File: config.mk
export PLATFORM = sky130hd
export DESIGN_NAME = rfm_response_framer
export DESIGN_NICKNAME = d
export VERILOG_FILES = /design/src/pkg/rfm_pkg.sv /design/src/hw/rfm_response_framer.sv
export SDC_FILE = /design/constraint.sdc
export NUM_CORES = 1
export LEC_CHECK = 0
export ABC_CLOCK_PERIOD_IN_PS = 2000
export BUFFER_PORTS_ARGS = -buffer_cell sky130_fd_sc_hd__buf_2
export CORE_MARGIN = 5
export CORE_UTILIZATION = 55
export DETAILED_ROUTE_END_ITERATION = 6
export PLACE_DENSITY = 0.78
export SYNTH_ARGS = -nofsm -noshare
export SYNTH_HDL_FRONTEND = slang
export SYNTH_SLANG_ARGS = --single-unit
File: constraint.sdc
create_clock -name sys_clk -period 2 [get_ports sys_clk]
set_input_delay 0.4 -clock sys_clk [delete_from_list [all_inputs] [get_ports sys_clk]]
set_output_delay 0.4 -clock sys_clk [all_outputs]
set_load 0.02 [all_outputs]
File: src/pkg/rfm_pkg.sv
// constants and types shared by the motion controller response framer
package rfm_pkg;

  // ****************************************************************
  // frame header bases, unit address is added to the low nibble
  // ****************************************************************
  localparam logic [7:0] RFM_HDR_ERR     = 8'hb0;
  localparam logic [7:0] RFM_HDR_STOP    = 8'ha0;
  localparam int         RFM_ADDR_W      = 4;

  // ****************************************************************
  // response code bytes
  // ****************************************************************
  localparam logic [7:0] RFM_CODE_CMD_ERR = 8'h47;
  localparam logic [7:0] RFM_CODE_EVT_INT = 8'h4a;

  // stop-cause bytes carried in the pulse output stop frame
  localparam logic [7:0] RFM_END_ALARM    = 8'h31;
  localparam logic [7:0] RFM_END_ORIGIN   = 8'h32;
  localparam logic [7:0] RFM_END_LIMIT    = 8'h33;
  localparam logic [7:0] RFM_END_HSLIMIT  = 8'h34;
  localparam logic [7:0] RFM_END_DEC_CMD  = 8'h36;
  localparam logic [7:0] RFM_END_IMM_CMD  = 8'h37;
  localparam logic [7:0] RFM_END_NORMAL   = 8'h38;
  localparam logic [7:0] RFM_END_MIN_RATE = 8'h39;

  // ****************************************************************
  // external reset hold after clock start
  // ****************************************************************
  localparam int RFM_RST_HOLD_US = 500;
  localparam int RFM_CLK_MHZ     = 100;
  localparam int RFM_RST_HOLD_CYC = RFM_RST_HOLD_US * RFM_CLK_MHZ;

  // ****************************************************************
  // source indices, lower index wins arbitration
  // ****************************************************************
  localparam int RFM_NSRC      = 7;
  localparam int RFM_SRC_EVT_E = 0;
  localparam int RFM_SRC_OVR_E = 1;
  localparam int RFM_SRC_CMD_E = 2;
  localparam int RFM_SRC_STOP  = 3;
  localparam int RFM_SRC_OVR_X = 4;
  localparam int RFM_SRC_EVT_X = 5;
  localparam int RFM_SRC_GPI   = 6;

  // stop cause reported by the pulse generator
  typedef enum logic [2:0] {
    RFM_STOP_ALARM    = 3'b000,
    RFM_STOP_ORIGIN   = 3'b001,
    RFM_STOP_LIMIT    = 3'b010,
    RFM_STOP_HSLIMIT  = 3'b011,
    RFM_STOP_DEC_CMD  = 3'b100,
    RFM_STOP_IMM_CMD  = 3'b101,
    RFM_STOP_NORMAL   = 3'b110,
    RFM_STOP_MIN_RATE = 3'b111
  } rfm_stop_e;

  // frame transmit sequencer
  typedef enum logic [1:0] {
    RFM_ST_IDLE = 2'b00,
    RFM_ST_HDR  = 2'b01,
    RFM_ST_CODE = 2'b10,
    RFM_ST_SUM  = 2'b11
  } rfm_state_e;

endpackage : rfm_pkg

File: src/hw/rfm_response_framer.sv
// response framer: builds unsolicited and error frames for the host link
module rfm_response_framer
  import rfm_pkg::*;
#(
  parameter int         GPI_W        = 8,
  parameter logic [7:0] HDR_NOTE     = 8'hb0, // arbitrary default
  parameter logic [7:0] CODE_OVR_EXE = 8'h4b, // arbitrary default
  parameter logic [7:0] CODE_OVR_INT = 8'h4c, // arbitrary default
  parameter logic [7:0] CODE_EVT_EXE = 8'h4d, // arbitrary default
  parameter logic [7:0] HDR_GPI      = 8'hc0  // arbitrary default
) (
  // clock and reset
  input  wire logic                        sys_clk,
  input  wire logic                        srst,
  // unit identity
  input  wire logic [rfm_pkg::RFM_ADDR_W-1:0] unit_addr,
  // events from the instruction decoder and queues
  input  wire logic                        cmd_err_pulse,
  input  wire logic                        ovr_exec_pulse,
  input  wire logic                        ovr_err_pulse,
  input  wire logic                        evt_exec_pulse,
  input  wire logic                        evt_err_pulse,
  // pulse generator stop report
  input  wire logic                        stop_pulse,
  input  wire rfm_pkg::rfm_stop_e          stop_cause,
  // general-purpose inputs, pins are asynchronous
  input  wire logic [GPI_W-1:0]            gpi_pin,
  input  wire logic [GPI_W-1:0]            gpi_mask,
  // queue control back to the executor
  output logic                             ovr_halt,
  output logic                             ovr_flush,
  output logic                             evt_halt,
  output logic                             evt_flush,
  // response byte stream toward the link transmitter
  output logic [7:0]                       tx_data,
  output logic                             tx_valid,
  output logic                             tx_first,
  output logic                             tx_last,
  input  wire logic                        tx_ready
);

  // ****************************************************************
  // input synchronisers and change detection
  // ****************************************************************
  logic [GPI_W-1:0]     gpi_meta_r;
  logic [GPI_W-1:0]     gpi_sync_r;
  logic [GPI_W-1:0]     gpi_prev_r;
  logic [GPI_W-1:0]     gpi_snap_r;
  logic [GPI_W-1:0]     gpi_diff;
  logic                 gpi_chg;

  // pins pass two flops; only the second one is looked at
  always_ff @(posedge sys_clk) begin
    gpi_meta_r <= gpi_pin;
    gpi_sync_r <= gpi_meta_r;
  end

  // masked-off inputs never raise a response
  assign gpi_diff = (gpi_sync_r ^ gpi_prev_r) & gpi_mask;
  assign gpi_chg  = |gpi_diff;

  // reference level tracks the synced pins so one edge gives one report
  always_ff @(posedge sys_clk) begin
    if (srst) begin
      gpi_prev_r <= '0;
    end else begin
      gpi_prev_r <= gpi_sync_r;
    end
  end

  // ****************************************************************
  // pending events, set beats clear
  // ****************************************************************
  logic [RFM_NSRC-1:0]  pend_r;
  logic [RFM_NSRC-1:0]  pend_nxt;
  logic [RFM_NSRC-1:0]  pend_set;
  logic [RFM_NSRC-1:0]  pend_clr;
  logic [RFM_NSRC-1:0]  pick_oh;
  logic                 any_pend;
  rfm_stop_e            cause_r;
  logic                 armed_r;

  assign pend_set[RFM_SRC_EVT_E] = evt_err_pulse;
  assign pend_set[RFM_SRC_OVR_E] = ovr_err_pulse;
  assign pend_set[RFM_SRC_CMD_E] = cmd_err_pulse;
  assign pend_set[RFM_SRC_STOP]  = stop_pulse;
  assign pend_set[RFM_SRC_OVR_X] = ovr_exec_pulse;
  assign pend_set[RFM_SRC_EVT_X] = evt_exec_pulse;
  // first cycle after reset only loads the reference, no false change
  assign pend_set[RFM_SRC_GPI]   = gpi_chg & armed_r;

  // fixed priority: isolate lowest set bit, errors first
  assign pick_oh  = pend_r & (~pend_r + 7'h01);
  assign any_pend = |pend_r;

  logic                 start_frame;
  rfm_state_e           state_r;
  rfm_state_e           state_nxt;

  assign start_frame = (state_r == RFM_ST_IDLE) & any_pend;
  assign pend_clr    = start_frame ? pick_oh : '0;
  // an event landing in the cycle it is taken is kept for a new frame
  assign pend_nxt    = (pend_r & ~pend_clr) | pend_set;

  // latest stop cause and input level are the ones reported
  always_ff @(posedge sys_clk) begin
    if (srst) begin
      pend_r     <= '0;
      armed_r    <= 1'b0;
      cause_r    <= RFM_STOP_ALARM;
      gpi_snap_r <= '0;
    end else begin
      pend_r  <= pend_nxt;
      armed_r <= 1'b1;
      if (stop_pulse) begin
        cause_r <= stop_cause;
      end
      if (pend_set[RFM_SRC_GPI]) begin
        gpi_snap_r <= gpi_sync_r & gpi_mask;
      end
    end
  end

  // ****************************************************************
  // queue abort on error inside a queued instruction
  // ****************************************************************
  always_ff @(posedge sys_clk) begin
    if (srst) begin
      ovr_halt  <= 1'b0;
      ovr_flush <= 1'b0;
      evt_halt  <= 1'b0;
      evt_flush <= 1'b0;
    end else begin
      ovr_halt  <= ovr_err_pulse;
      ovr_flush <= ovr_err_pulse;
      evt_halt  <= evt_err_pulse;
      evt_flush <= evt_err_pulse;
    end
  end

  // ****************************************************************
  // frame byte selection
  // ****************************************************************
  logic [7:0]           addr_ext;
  logic [7:0]           end_code;
  logic [7:0]           sel_hdr;
  logic [7:0]           sel_code;
  logic [7:0]           hdr_r;
  logic [7:0]           code_r;
  logic [7:0]           gpi_byte;

  assign addr_ext = {{(8 - RFM_ADDR_W){1'b0}}, unit_addr};
  // wider inputs are cut to their low byte in the report
  assign gpi_byte = 8'(gpi_snap_r);

  // stop cause to byte
  assign end_code =
    (cause_r == RFM_STOP_ALARM)   ? RFM_END_ALARM    :
    (cause_r == RFM_STOP_ORIGIN)  ? RFM_END_ORIGIN   :
    (cause_r == RFM_STOP_LIMIT)   ? RFM_END_LIMIT    :
    (cause_r == RFM_STOP_HSLIMIT) ? RFM_END_HSLIMIT  :
    (cause_r == RFM_STOP_DEC_CMD) ? RFM_END_DEC_CMD  :
    (cause_r == RFM_STOP_IMM_CMD) ? RFM_END_IMM_CMD  :
    (cause_r == RFM_STOP_NORMAL)  ? RFM_END_NORMAL   :
                                    RFM_END_MIN_RATE;

  // header base for the winning source
  assign sel_hdr =
    pick_oh[RFM_SRC_STOP]  ? RFM_HDR_STOP + addr_ext :
    pick_oh[RFM_SRC_GPI]   ? HDR_GPI + addr_ext      :
    pick_oh[RFM_SRC_OVR_X] ? HDR_NOTE + addr_ext     :
    pick_oh[RFM_SRC_EVT_X] ? HDR_NOTE + addr_ext     :
                             RFM_HDR_ERR + addr_ext;

  // code byte for the winning source
  assign sel_code =
    pick_oh[RFM_SRC_EVT_E] ? RFM_CODE_EVT_INT :
    pick_oh[RFM_SRC_OVR_E] ? CODE_OVR_INT     :
    pick_oh[RFM_SRC_CMD_E] ? RFM_CODE_CMD_ERR :
    pick_oh[RFM_SRC_STOP]  ? end_code         :
    pick_oh[RFM_SRC_OVR_X] ? CODE_OVR_EXE     :
    pick_oh[RFM_SRC_EVT_X] ? CODE_EVT_EXE     :
                             gpi_byte;

  // ****************************************************************
  // transmit sequencer
  // ****************************************************************
  logic                 byte_done;
  logic [7:0]           tx_data_nxt;
  logic [7:0]           csum;

  assign byte_done = tx_valid & tx_ready;
  // modulo-256 sum of the bytes before it, as on received frames
  assign csum      = hdr_r + code_r;

  // next state
  always_comb begin
    state_nxt = state_r;
    case (state_r)
      RFM_ST_IDLE: begin
        if (any_pend) begin
          state_nxt = RFM_ST_HDR;
        end
      end
      RFM_ST_HDR: begin
        if (tx_ready) begin
          state_nxt = RFM_ST_CODE;
        end
      end
      RFM_ST_CODE: begin
        if (tx_ready) begin
          state_nxt = RFM_ST_SUM;
        end
      end
      RFM_ST_SUM: begin
        if (tx_ready) begin
          state_nxt = RFM_ST_IDLE;
        end
      end
      default: begin
        state_nxt = RFM_ST_IDLE;
      end
    endcase
  end

  // data register always holds the byte now being offered
  assign tx_data_nxt =
    start_frame                          ? sel_hdr :
    (byte_done & state_r == RFM_ST_HDR)  ? code_r  :
    (byte_done & state_r == RFM_ST_CODE) ? csum    :
                                           tx_data;

  // frame bytes are frozen at start so late events cannot tear a frame
  always_ff @(posedge sys_clk) begin
    if (srst) begin
      state_r <= RFM_ST_IDLE;
      hdr_r   <= '0;
      code_r  <= '0;
      tx_data <= '0;
    end else begin
      state_r <= state_nxt;
      tx_data <= tx_data_nxt;
      if (start_frame) begin
        hdr_r  <= sel_hdr;
        code_r <= sel_code;
      end
    end
  end

  // handshake flags follow the state directly
  assign tx_valid = (state_r != RFM_ST_IDLE);
  assign tx_first = (state_r == RFM_ST_HDR);
  assign tx_last  = (state_r == RFM_ST_SUM);

endmodule : rfm_response_framer

==> impl_results.md, run 1 <==
* Status: complete, no violations
* Max-slew violation count at 0
* Die area at 7140 µm²
* Sequential Area at 1420 µm²
* P_leak at 1.53 nW
* Fmax at 0.531 GHz
* Slew margin rel. at 0.539
* Commonest cells post-synth: dfxtp_1, a21oi_1, nor2_1, nand2_1, inv_1
* Reg-to-Reg Start: hdr_r[0]$_SDFFE_PP0P_
* Final net count at 433
* Area Growth Syn to Fin at 16.4%
* Post-DR vias/cell at 5.57
* HP Start: gpi_pin[6]
* Residual DRC at 0
* Routed Antenna Nets at 0
* Max IR drop VDD at 718 µV
* Synth Net Count at 384
* H-tree levels at 3
* Starting density of the core at 0.561
* Yosys cell types at 52
* Worst endpoint required time at 2.27 ns
* Most used standard cell by instance count after synthesis: dfxtp_1
* Cell depth of the worst min-delay path at 1
* Synth async-reset ratio at 0
* Setup TNS at 0 ns
* Clock transition at path regs at 0.08 ns
* Final period utilization at 0.942
* Synth Area in Adders at 0.0516
* Via Count at 2590
* Pwr dens at 1270 nW/µm²
* GRT Residual Overflow at 0
* Post-Synth XOR/XNOR Area at 0.0344
* Diode count at 0
* Synth area leaders: dfxtp_1, a21oi_1, ha_1
* Initial DRC count at 169
* Setup repair bufs after CTS at 0
* Yosys top cell area share at 0.466
* Slowest cell on crit path: fa_2
* Total of max-cap violations at 0
* Largest net degree at the start of global routing at 36
* Crit path DAT at 2.16 ns
* EDFF count, synth at 0
* Post-DP HPWL at 4950 µm
* Reg2reg end: tx_data[6]$_SDFFE_PP0P_
* Wirelength, routed at 6830 µm
* Mux cell area share after synthesis at 0.0275
* Worst skew pair latency at 0.34 ns
* Core ar. at 5440 µm²
* Post-Syn Area per Cell at 8.98 µm²
* Synth Warn # at 0
* Fillers at 472
* Crit-path cells: ha_2, inv_1, fa_2, nor2b_1, o21ai_1, a21oi_1, mux2_2, a31oi_1
* Layout cell share with drive strength beyond 1 at 0.216
* Global-route wire length before repair at 11600 µm
* Area after DPL at 3360 µm²
* Antenna violations before repair at 0
* Die Height at 84.5 µm
* R2r setup slk at 0.12 ns
* Sequential-to-total area share from yosys stat at 0.466
* Cts bufs inserted at 9
* Synthesized cell area at 3050 µm²
* Final instance area at 3550 µm²
* Most used DFF post-synth: dfxtp_1
* CP Capture Type: register
* Worst Hold Class: in -> reg
* Final Hold Fails at 0
* Post-synth top area cell: dfxtp_1
* Site Rows at 27
* CP Max Fanout at 2
* Total track usage at 0.201
* Top Ports at 47
* Max Root-Sink Buffers at 2
* Min setup slack post-route at 0.116 ns
* Final core occ at 0.653
* Vias in the first global route at 2642
* Chip Width at 84.5 µm
* CTS sink cnt at 71
* Root Driver: clkbuf_8
* Synth Area in Compound Gates at 0.179
* GPL Wtd Cong at 0.928
* # port buffers at 46
* Fin crit period at 1.88 ns
* Synthesized flop and latch total at 71
* Worst setup SP type: register
* Combinational family with the most area after synthesis: simple AND/OR/NAND/NOR gates
* Final setup fails at 0
* Worst Hold End: gpi_meta_r[6]$_DFF_P_
* Syn Inst Count at 340
* CTS tree: yes
* Drt pass-1 iters at 6
* Max incr delay on CP at 0.36 ns
* Simple-gate share of the synthesized area at 0.197
* Multi-input gate area at 1520 µm²
* CP Class: reg -> reg
* Skew final at 0.00800 ns
* Reg2reg path depth at 8
* Worst Max-Slew Pin Slew at 0.691 ns
* Routed wire per std cell at 14.7 µm
* Post-Place Setup Slack at 0.0757 ns
## what timing repair did
action / CTS / global route
pin swaps: 1 / 1
cloned: 0 / 0
hold buffers: 0 / 0
endpoints found under the setup margin: 1 / 6
gates resized for setup: 0 / 7
## power breakdown
group	internal (mW)	switching (mW)
sequential	1.65	0.188
combinational	0.672	0.981
clock	0.476	0.529
## how the worst max path moves through the flow
| stage | from | end | depth (start not counted) |
|---|---|---|---|
| finish | hdr_r[0]$_SDFFE_PP0P_ | tx_data[6]$_SDFFE_PP0P_ | 8 |
| global placement | code_r[0]$_SDFFE_PP0P_ | tx_data[6]$_SDFFE_PP0P_ | 8 |
| detailed placement | code_r[0]$_SDFFE_PP0P_ | tx_data[6]$_SDFFE_PP0P_ | 8 |
| CTS | code_r[0]$_SDFFE_PP0P_ | tx_data[6]$_SDFFE_PP0P_ | 8 |
| floorplan | code_r[0]$_SDFFE_PP0P_ | tx_data[6]$_SDFFE_PP0P_ | 8 |
| global route | hdr_r[0]$_SDFFE_PP0P_ | tx_data[6]$_SDFFE_PP0P_ | 8 |
## sequential cells by signal, indices dropped and copies added, names as in the netlist, 2 cells and up
name / cells
hdr_r: 8
gpi_meta_r: 8
gpi_byte: 8
gpi_sync_r: 8
gpi_prev_r: 8
pend_r: 7
state_r: 2
tx_data: 8
code_r: 8
cause_r: 3
## per-stage QoR
| stage | hold slack (ns) | cells | total power [mW] |
|---|---|---|---|
| final | 0.153 | 465 | 4.50 |
| after global routing | 0.131 | 465 | 4.82 |
| after CTS | 0.133 | 465 | 4.50 |
| after detailed placement | 0.314 | 450 | 3.48 |
| after global placement | 0.310 | 450 | 3.43 |
| after floorplan | 0.310 | 340 | 3.00 |
## cell type report
class,count,share of cell area
well taps,72,0.0254
repair buffers,54,0.0817
multi-input cells,237,0.427
clock inverters,5,0.00986
flip-flops and latches,71,0.400
clock buffers,10,0.0387
inverters,16,0.0169
## worst max-delay path: cells and delay by family (launching register included)
family	cells	cell delay, ns
adder cells (fa/ha/maj)	2	0.55
AO/OA/AOI/OAI	3	0.39
multiplexers	1	0.35
flip-flops	1	0.34
AND/OR/NAND/NOR	1	0.12
buffers and inverters	1	0.06
## logic make-up (layout without fill, tap and decap cells)
group                      after synthesis  in the layout
xor gates and xnor gates                12             12
AOI/OAI and AO/OA                       82             82
DFF                                     71             71
muxes                                    8              8
adders and majority gates               12             12
and+or+nand+nor                        123            123
buffers and inverters                   32             85
## cells in the final DEF (no fill, tap or decap), types with 3 or more instances in the layout
cell type  count
inv_1         15
nand2_1       32
nor3_1         6
a21oi_1       36
buf_4          8
mux2_2         3
dfxtp_1       70
a31oi_1        6
buf_2         46
nor3b_1        3
ha_1          10
xor2_1        11
a221o_1        3
o211ai_1       6
clkbuf_8      10
mux2i_1        5
nand3_1       13
nor2_1        34
nand2b_1      10
o21ai_0        6
nor2b_1       12
a22oi_1        4
## metal layers
layer / vias to the layer above / global-route usage / share of wire
met4: 0 / 0.0964 / 0.022
met2: 79 / 0.337 / 0.49
met5: - / 0 / 0
met1: 1215 / 0.237 / 0.43
li1: 1281 / - / -
met3: 15 / 0.0569 / 0.065
No activity file was read; power rests on OpenSTA's default activity.
==> run 2: changes to the inputs <==
--- a/config.mk
+++ b/config.mk
@@ -5,12 +5,13 @@
 export SDC_FILE = /design/constraint.sdc
 export NUM_CORES = 1
 export LEC_CHECK = 0
-export ABC_CLOCK_PERIOD_IN_PS = 2000
+export ABC_CLOCK_PERIOD_IN_PS = 2050
 export BUFFER_PORTS_ARGS = -buffer_cell sky130_fd_sc_hd__buf_2
 export CORE_MARGIN = 5
 export CORE_UTILIZATION = 55
 export DETAILED_ROUTE_END_ITERATION = 6
 export PLACE_DENSITY = 0.78
+export SLEW_MARGIN = 0
 export SYNTH_ARGS = -nofsm -noshare
 export SYNTH_HDL_FRONTEND = slang
 export SYNTH_SLANG_ARGS = --single-unit
==> constraint.sdc (replaced) <==
create_clock -name sys_clk -period 2.05 [get_ports sys_clk]
set_input_delay 0.41 -clock sys_clk [delete_from_list [all_inputs] [get_ports sys_clk]]
set_output_delay 0.41 -clock sys_clk [all_outputs]
set_load 0.02 [all_outputs]
==> run 2 against run 1 <==
Against the previous run:
- design area grew 1.7%
- sequential cell count is the same
- via count shrank 1.9%
- clock power grew 16%
- sequential share of layout area shrank 0.68 points
- non-clock buffer count grew 3
- critical path depth is the same
- worst setup slack gained 0.033 ns
- maximum frequency shrank 0.88%
- largest cell class unchanged
- largest power group unchanged
==> impl_results.md, run 2 (synthesis results as in run 1) <==
* Status: complete, no violations
* CP Class: reg -> reg
* Final net count at 436
* Chip Width at 84.5 µm
* Area after DPL at 3390 µm²
* Slew margin rel. at 0.552
* Worst endpoint required time at 2.33 ns
* Setup repair bufs after CTS at 0
* Total of max-cap violations at 0
* Diode count at 0
* CP Max Fanout at 2
* Via Count at 2541
* Routed Antenna Nets at 0
* H-tree levels at 3
* Clk pwr share at 0.257
* Worst setup SP type: register
* Cts bufs inserted at 9
* Overall power at 4.55 mW
* Worst Max-Slew Pin Slew at 0.672 ns
* DP Cell Count at 453
* Post-Layout Cell Count at 469
* CTS sink cnt at 71
* Pwr dens at 1260 nW/µm²
* Residual DRC at 0
* Core ar. at 5440 µm²
* # port buffers at 46
* Worst skew pair latency at 0.35 ns
* Skew final at 0.00761 ns
* Area Growth Syn to Fin at 18.4%
* Vias in the first global route at 2526
* Met1 usage at 0.245
* Combinational share of power at 0.351
* Min setup slack post-route at 0.149 ns
* Max IR drop VDD at 914 µV
* GPL Wtd Cong at 0.936
* Final Hold Fails at 0
* Starting density of the core at 0.561
* Post-Place Setup Slack at 0.117 ns
* CP Capture Type: register
* Max-slew violation count at 0
* Hold WS at 0.150 ns
* Register share of total power at 0.392
* Met3 capacity usage during global routing at 0.0412
* Sw Ratio at 0.367
* CTS Hold Bufs at 0
* Fin crit period at 1.90 ns
* GRT busiest layer: met2
* Commonest non-fill, non-tap cell in the layout: dfxtp_1
* Die area at 7140 µm²
* Drt pass-1 iters at 4
* Crit path DAT at 2.18 ns
* CTS tree: yes
* P_sw at 1.67 mW
* Commonest non-fill, non-tap cells in the layout: dfxtp_1, buf_2, a21oi_1
* Site Rows at 27
* Post-DR vias/cell at 5.42
* Clock transition at path regs at 0.08 ns
* P_leak at 1.56 nW
* GR Layer Usage met2 at 0.321
* Post-CTS resize count at 0
* Die Height at 84.5 µm
* P_int at 2.88 mW
* Largest net degree at the start of global routing at 32
* Final setup fails at 0
* Total track usage at 0.198
* Worst Hold Class: in -> reg
* Final period utilization at 0.927
* Wirelength, routed at 6520 µm
* Post-DP HPWL at 4850 µm
* Final instance area at 3610 µm²
* Global-route wire length before repair at 11300 µm
* Routed wire per std cell at 13.9 µm
* Final core occ at 0.664
* Root Driver: clkbuf_8
* Layout cell share with drive strength beyond 1 at 0.222
* Fmax at 0.526 GHz
* Antenna violations before repair at 0
* GRT Residual Overflow at 0
* Setup TNS at 0 ns
* Top Ports at 47
* Max Root-Sink Buffers at 2
* Initial DRC count at 99
==> run 2: cell count changes in the layout (fill, tap and decap cells not counted), moves of 2 or more <==
| cell | before | now |
|---|---|---|
| inv_6 | 0 | 4 |
| buf_4 | 8 | 10 |
| clkinv_2 | 2 | 0 |
| clkinv_4 | 2 | 0 |
==> run 2: per-layer routing <==
layer	wire length [µm]	part of all wire	vias up
li1	-	-	1292
met1	2850	0.44	1171
met5	0	0	-
met2	3150	0.48	61
met4	178	0.027	0
met3	330	0.051	17
==> run 2: worst paths after layout <==
check                         from                       to  slack [ns]  cells past startpoint
min                     gpi_pin[7]    gpi_meta_r[7]$_DFF_P_        0.15                      1
max reg2reg  hdr_r[0]$_SDFFE_PP0P_  tx_data[6]$_SDFFE_PP0P_        0.15                      8
min reg2reg  gpi_meta_r[1]$_DFF_P_    gpi_sync_r[1]$_DFF_P_        0.33                      0
max          hdr_r[0]$_SDFFE_PP0P_  tx_data[6]$_SDFFE_PP0P_        0.15                      8
==> run 2: cell type report <==
class / count / area, µm²
tap: 72 / 90.1
inverter: 16 / 60.1
fill: 459 / 1830
clock inverter: 6 / 72.6
multi-input combinational: 237 / 1510
timing repair buffer: 57 / 325
clock buffer: 10 / 138
sequential: 71 / 1420
==> run 2: worst max-delay path, stage by stage (launching register included) <==
cell and delay, ns:
dfxtp_1 0.35, ha_2 0.18, inv_1 0.05, fa_2 0.34, nor2b_1 0.11, o21ai_0 0.11
a21oi_1 0.21, mux2_2 0.36, a31oi_1 0.12
==> run 2: power by group through the flow <==
stage / Combinational, mW / Sequential, mW / Clock [mW]
2_1_floorplan: 1.08 / 1.85 / 0
3_3_place_gp: 1.56 / 1.80 / 0
3_5_place_dp: 1.58 / 1.82 / 0
4_1_cts: 1.59 / 1.79 / 1.19
5_1_grt: 1.80 / 1.82 / 1.27
6_report: 1.59 / 1.78 / 1.17
==> run 3: changes to the inputs <==
--- a/config.mk
+++ b/config.mk
@@ -7,6 +7,7 @@
 export LEC_CHECK = 0
 export ABC_CLOCK_PERIOD_IN_PS = 2050
 export BUFFER_PORTS_ARGS = -buffer_cell sky130_fd_sc_hd__buf_2
+export CORE_ASPECT_RATIO = 1.25
 export CORE_MARGIN = 5
 export CORE_UTILIZATION = 55
 export DETAILED_ROUTE_END_ITERATION = 6
==> run 3 against run 2 <==
Against the previous run:
- count of clock-buffer cells in the layout up 2
- largest cell class unchanged
- sequential share of layout area rose by 0.39 points
- die area grew 0.12%
- via count grew 0.75%
==> impl_results.md, run 3 (synthesis results as in run 1) <==
* Post-Layout Cell Count at 457
* Post-CTS resize count at 0
* Residual DRC at 0
* Worst setup SP type: register
* R2r setup slk at 0.17 ns
* Reg-to-Reg Start: code_r[0]$_SDFFE_PP0P_
* P_leak at 1.55 nW
* Setup repair bufs after CTS at 0
* RSZ-0062 raised after global routing: false
* Die area at 7150 µm²
* Total track usage at 0.194
* Top Ports at 47
* Slowest cell on crit path: fa_2
* Routed Antenna Nets at 0
* Worst endpoint required time at 2.32 ns
* Commonest non-fill, non-tap cells in the layout: dfxtp_1, buf_2, a21oi_1
* Crit-path cells: ha_1, inv_1, fa_2, nor2b_1, o21ai_0, a21oi_1, mux2_2, a31oi_1
* Cell depth of the worst min-delay path at 1
* DP Cell Count at 442
* Post-DR vias/cell at 5.60
* CTS sink cnt at 71
* Total of max-cap violations at 0
* Drt pass-1 iters at 4
* Global-route wire length before repair at 11200 µm
* Initial DRC count at 128
* Max Root-Sink Buffers at 2
* Diode count at 0
* Slew margin rel. at 0.562
* CTS tree: yes
* Status: complete, no violations
* CTS Hold Bufs at 0
* Skew final at 0.0127 ns
* Routed wire per std cell at 14.3 µm
* Reg2reg path depth at 8
* Reg2reg end: tx_data[6]$_SDFFE_PP0P_
* Post-DP HPWL at 4750 µm
* CP Max Fanout at 3
* Setup TNS at 0 ns
* Root Driver: clkbuf_8
* Antenna violations before repair at 0
* Site Rows at 30
* Final Hold Fails at 0
* HP Start: gpi_pin[5]
* Starting density of the core at 0.565
* Max IR drop VDD at 575 µV
* Largest net degree at the start of global routing at 34
* Chip Width at 76.6 µm
* Fmax at 0.532 GHz
* Wirelength, routed at 6530 µm
* Worst skew pair latency at 0.35 ns
* H-tree levels at 3
* Overall power at 4.56 mW
* Clock transition at path regs at 0.08 ns
* Pwr dens at 1280 nW/µm²
* Via Count at 2560
* Layout cell share with drive strength beyond 1 at 0.201
* GPL Wtd Cong at 0.860
* Vias in the first global route at 2545
* CP Class: reg -> reg
* Crit path DAT at 2.15 ns
* Hold WS at 0.156 ns
* Fillers at 451
* CP Capture Type: register
* Worst Hold Class: in -> reg
* Die Height at 93.3 µm
* Final net count at 433
* Max-slew violation count at 0
* Worst Max-Slew Pin Slew at 0.657 ns
* # port buffers at 46
* Cts bufs inserted at 9
* Worst Hold End: gpi_meta_r[5]$_DFF_P_
* Max incr delay on CP at 0.36 ns
* Core ar. at 5410 µm²
* Commonest non-fill, non-tap cell in the layout: dfxtp_1
* Area Growth Syn to Fin at 17.1%
* Final period utilization at 0.917
* GRT Residual Overflow at 0
* Final setup fails at 0
* Fin crit period at 1.88 ns
[run 3: changes by cell type in the layout (fill, tap and decap cells not counted), sizes merged]
cell / delta
buf: -3
bufinv: +1
clkbuf: +2
inv: -4
[run 3: metal layers]
| layer | vias to the layer above | share of wire | routed length, µm | track usage |
|---|---|---|---|---|
| li1 | 1282 | - | - | - |
| met1 | 1188 | 0.42 | 2740 | 0.222 |
| met2 | 76 | 0.50 | 3270 | 0.324 |
| met3 | 14 | 0.058 | 379 | 0.0674 |
| met4 | 0 | 0.022 | 146 | 0.0860 |
| met5 | - | 0 | 0 | 0 |
[run 3: report_power, final]
group / leakage, nW / total (mW) / internal (mW) / switching, mW
sequential: 0.590 / 1.78 / 1.61 / 0.167
combinational: 0.855 / 1.58 / 0.632 / 0.947
clock: 0.103 / 1.21 / 0.713 / 0.496
total: 1.55 / 4.56 / 2.96 / 1.61
[run 3: worst max path at each step]
stage	from	end	slack [ns]	cells past startpoint
floorplan	code_r[0]$_SDFFE_PP0P_	tx_data[6]$_SDFFE_PP0P_	0.25	8
finish	code_r[0]$_SDFFE_PP0P_	tx_data[6]$_SDFFE_PP0P_	0.17	8
CTS	code_r[0]$_SDFFE_PP0P_	tx_data[6]$_SDFFE_PP0P_	0.07	8
global placement	code_r[0]$_SDFFE_PP0P_	tx_data[6]$_SDFFE_PP0P_	0.16	8
global route	state_r[0]$_SDFFE_PP0P_	tx_data[4]$_SDFFE_PP0P_	0.02	7
detailed placement	code_r[0]$_SDFFE_PP0P_	tx_data[6]$_SDFFE_PP0P_	0.09	8
[run 3: layout make-up]
class	instances	area, µm²	share of cell area
sequential	71	1420	0.398
tap	64	80.1	0.0224
inverter	16	60.1	0.0168
clock inverter	3	67.6	0.0189
clock buffer	12	145	0.0406
timing repair buffer	54	303	0.0847
multi-input combinational	237	1500	0.419
[run 3: critical path: cells and delay by family (launching register included)]
| kind | cells | cell delay, ns |
|---|---|---|
| AND/OR/NAND/NOR | 1 | 0.11 |
| AO/OA/AOI/OAI | 3 | 0.42 |
| adder cells (fa/ha/maj) | 2 | 0.53 |
| buffers and inverters | 1 | 0.06 |
| flip-flops | 1 | 0.35 |
| multiplexers | 1 | 0.35 |
[run 3: per-stage QoR]
| stage | cell area [µm²] | setup WS [ns] | util |
|---|---|---|---|
| final | 3570 | 0.171 | 0.661 |
| after global routing | 3570 | 0.0202 | 0.661 |
| after CTS | 3570 | 0.0733 | 0.661 |
| after detailed placement | 3360 | 0.0933 | 0.622 |
| after global placement | 3360 | 0.156 | 0.622 |
| after floorplan | 3050 | 0.254 | - |
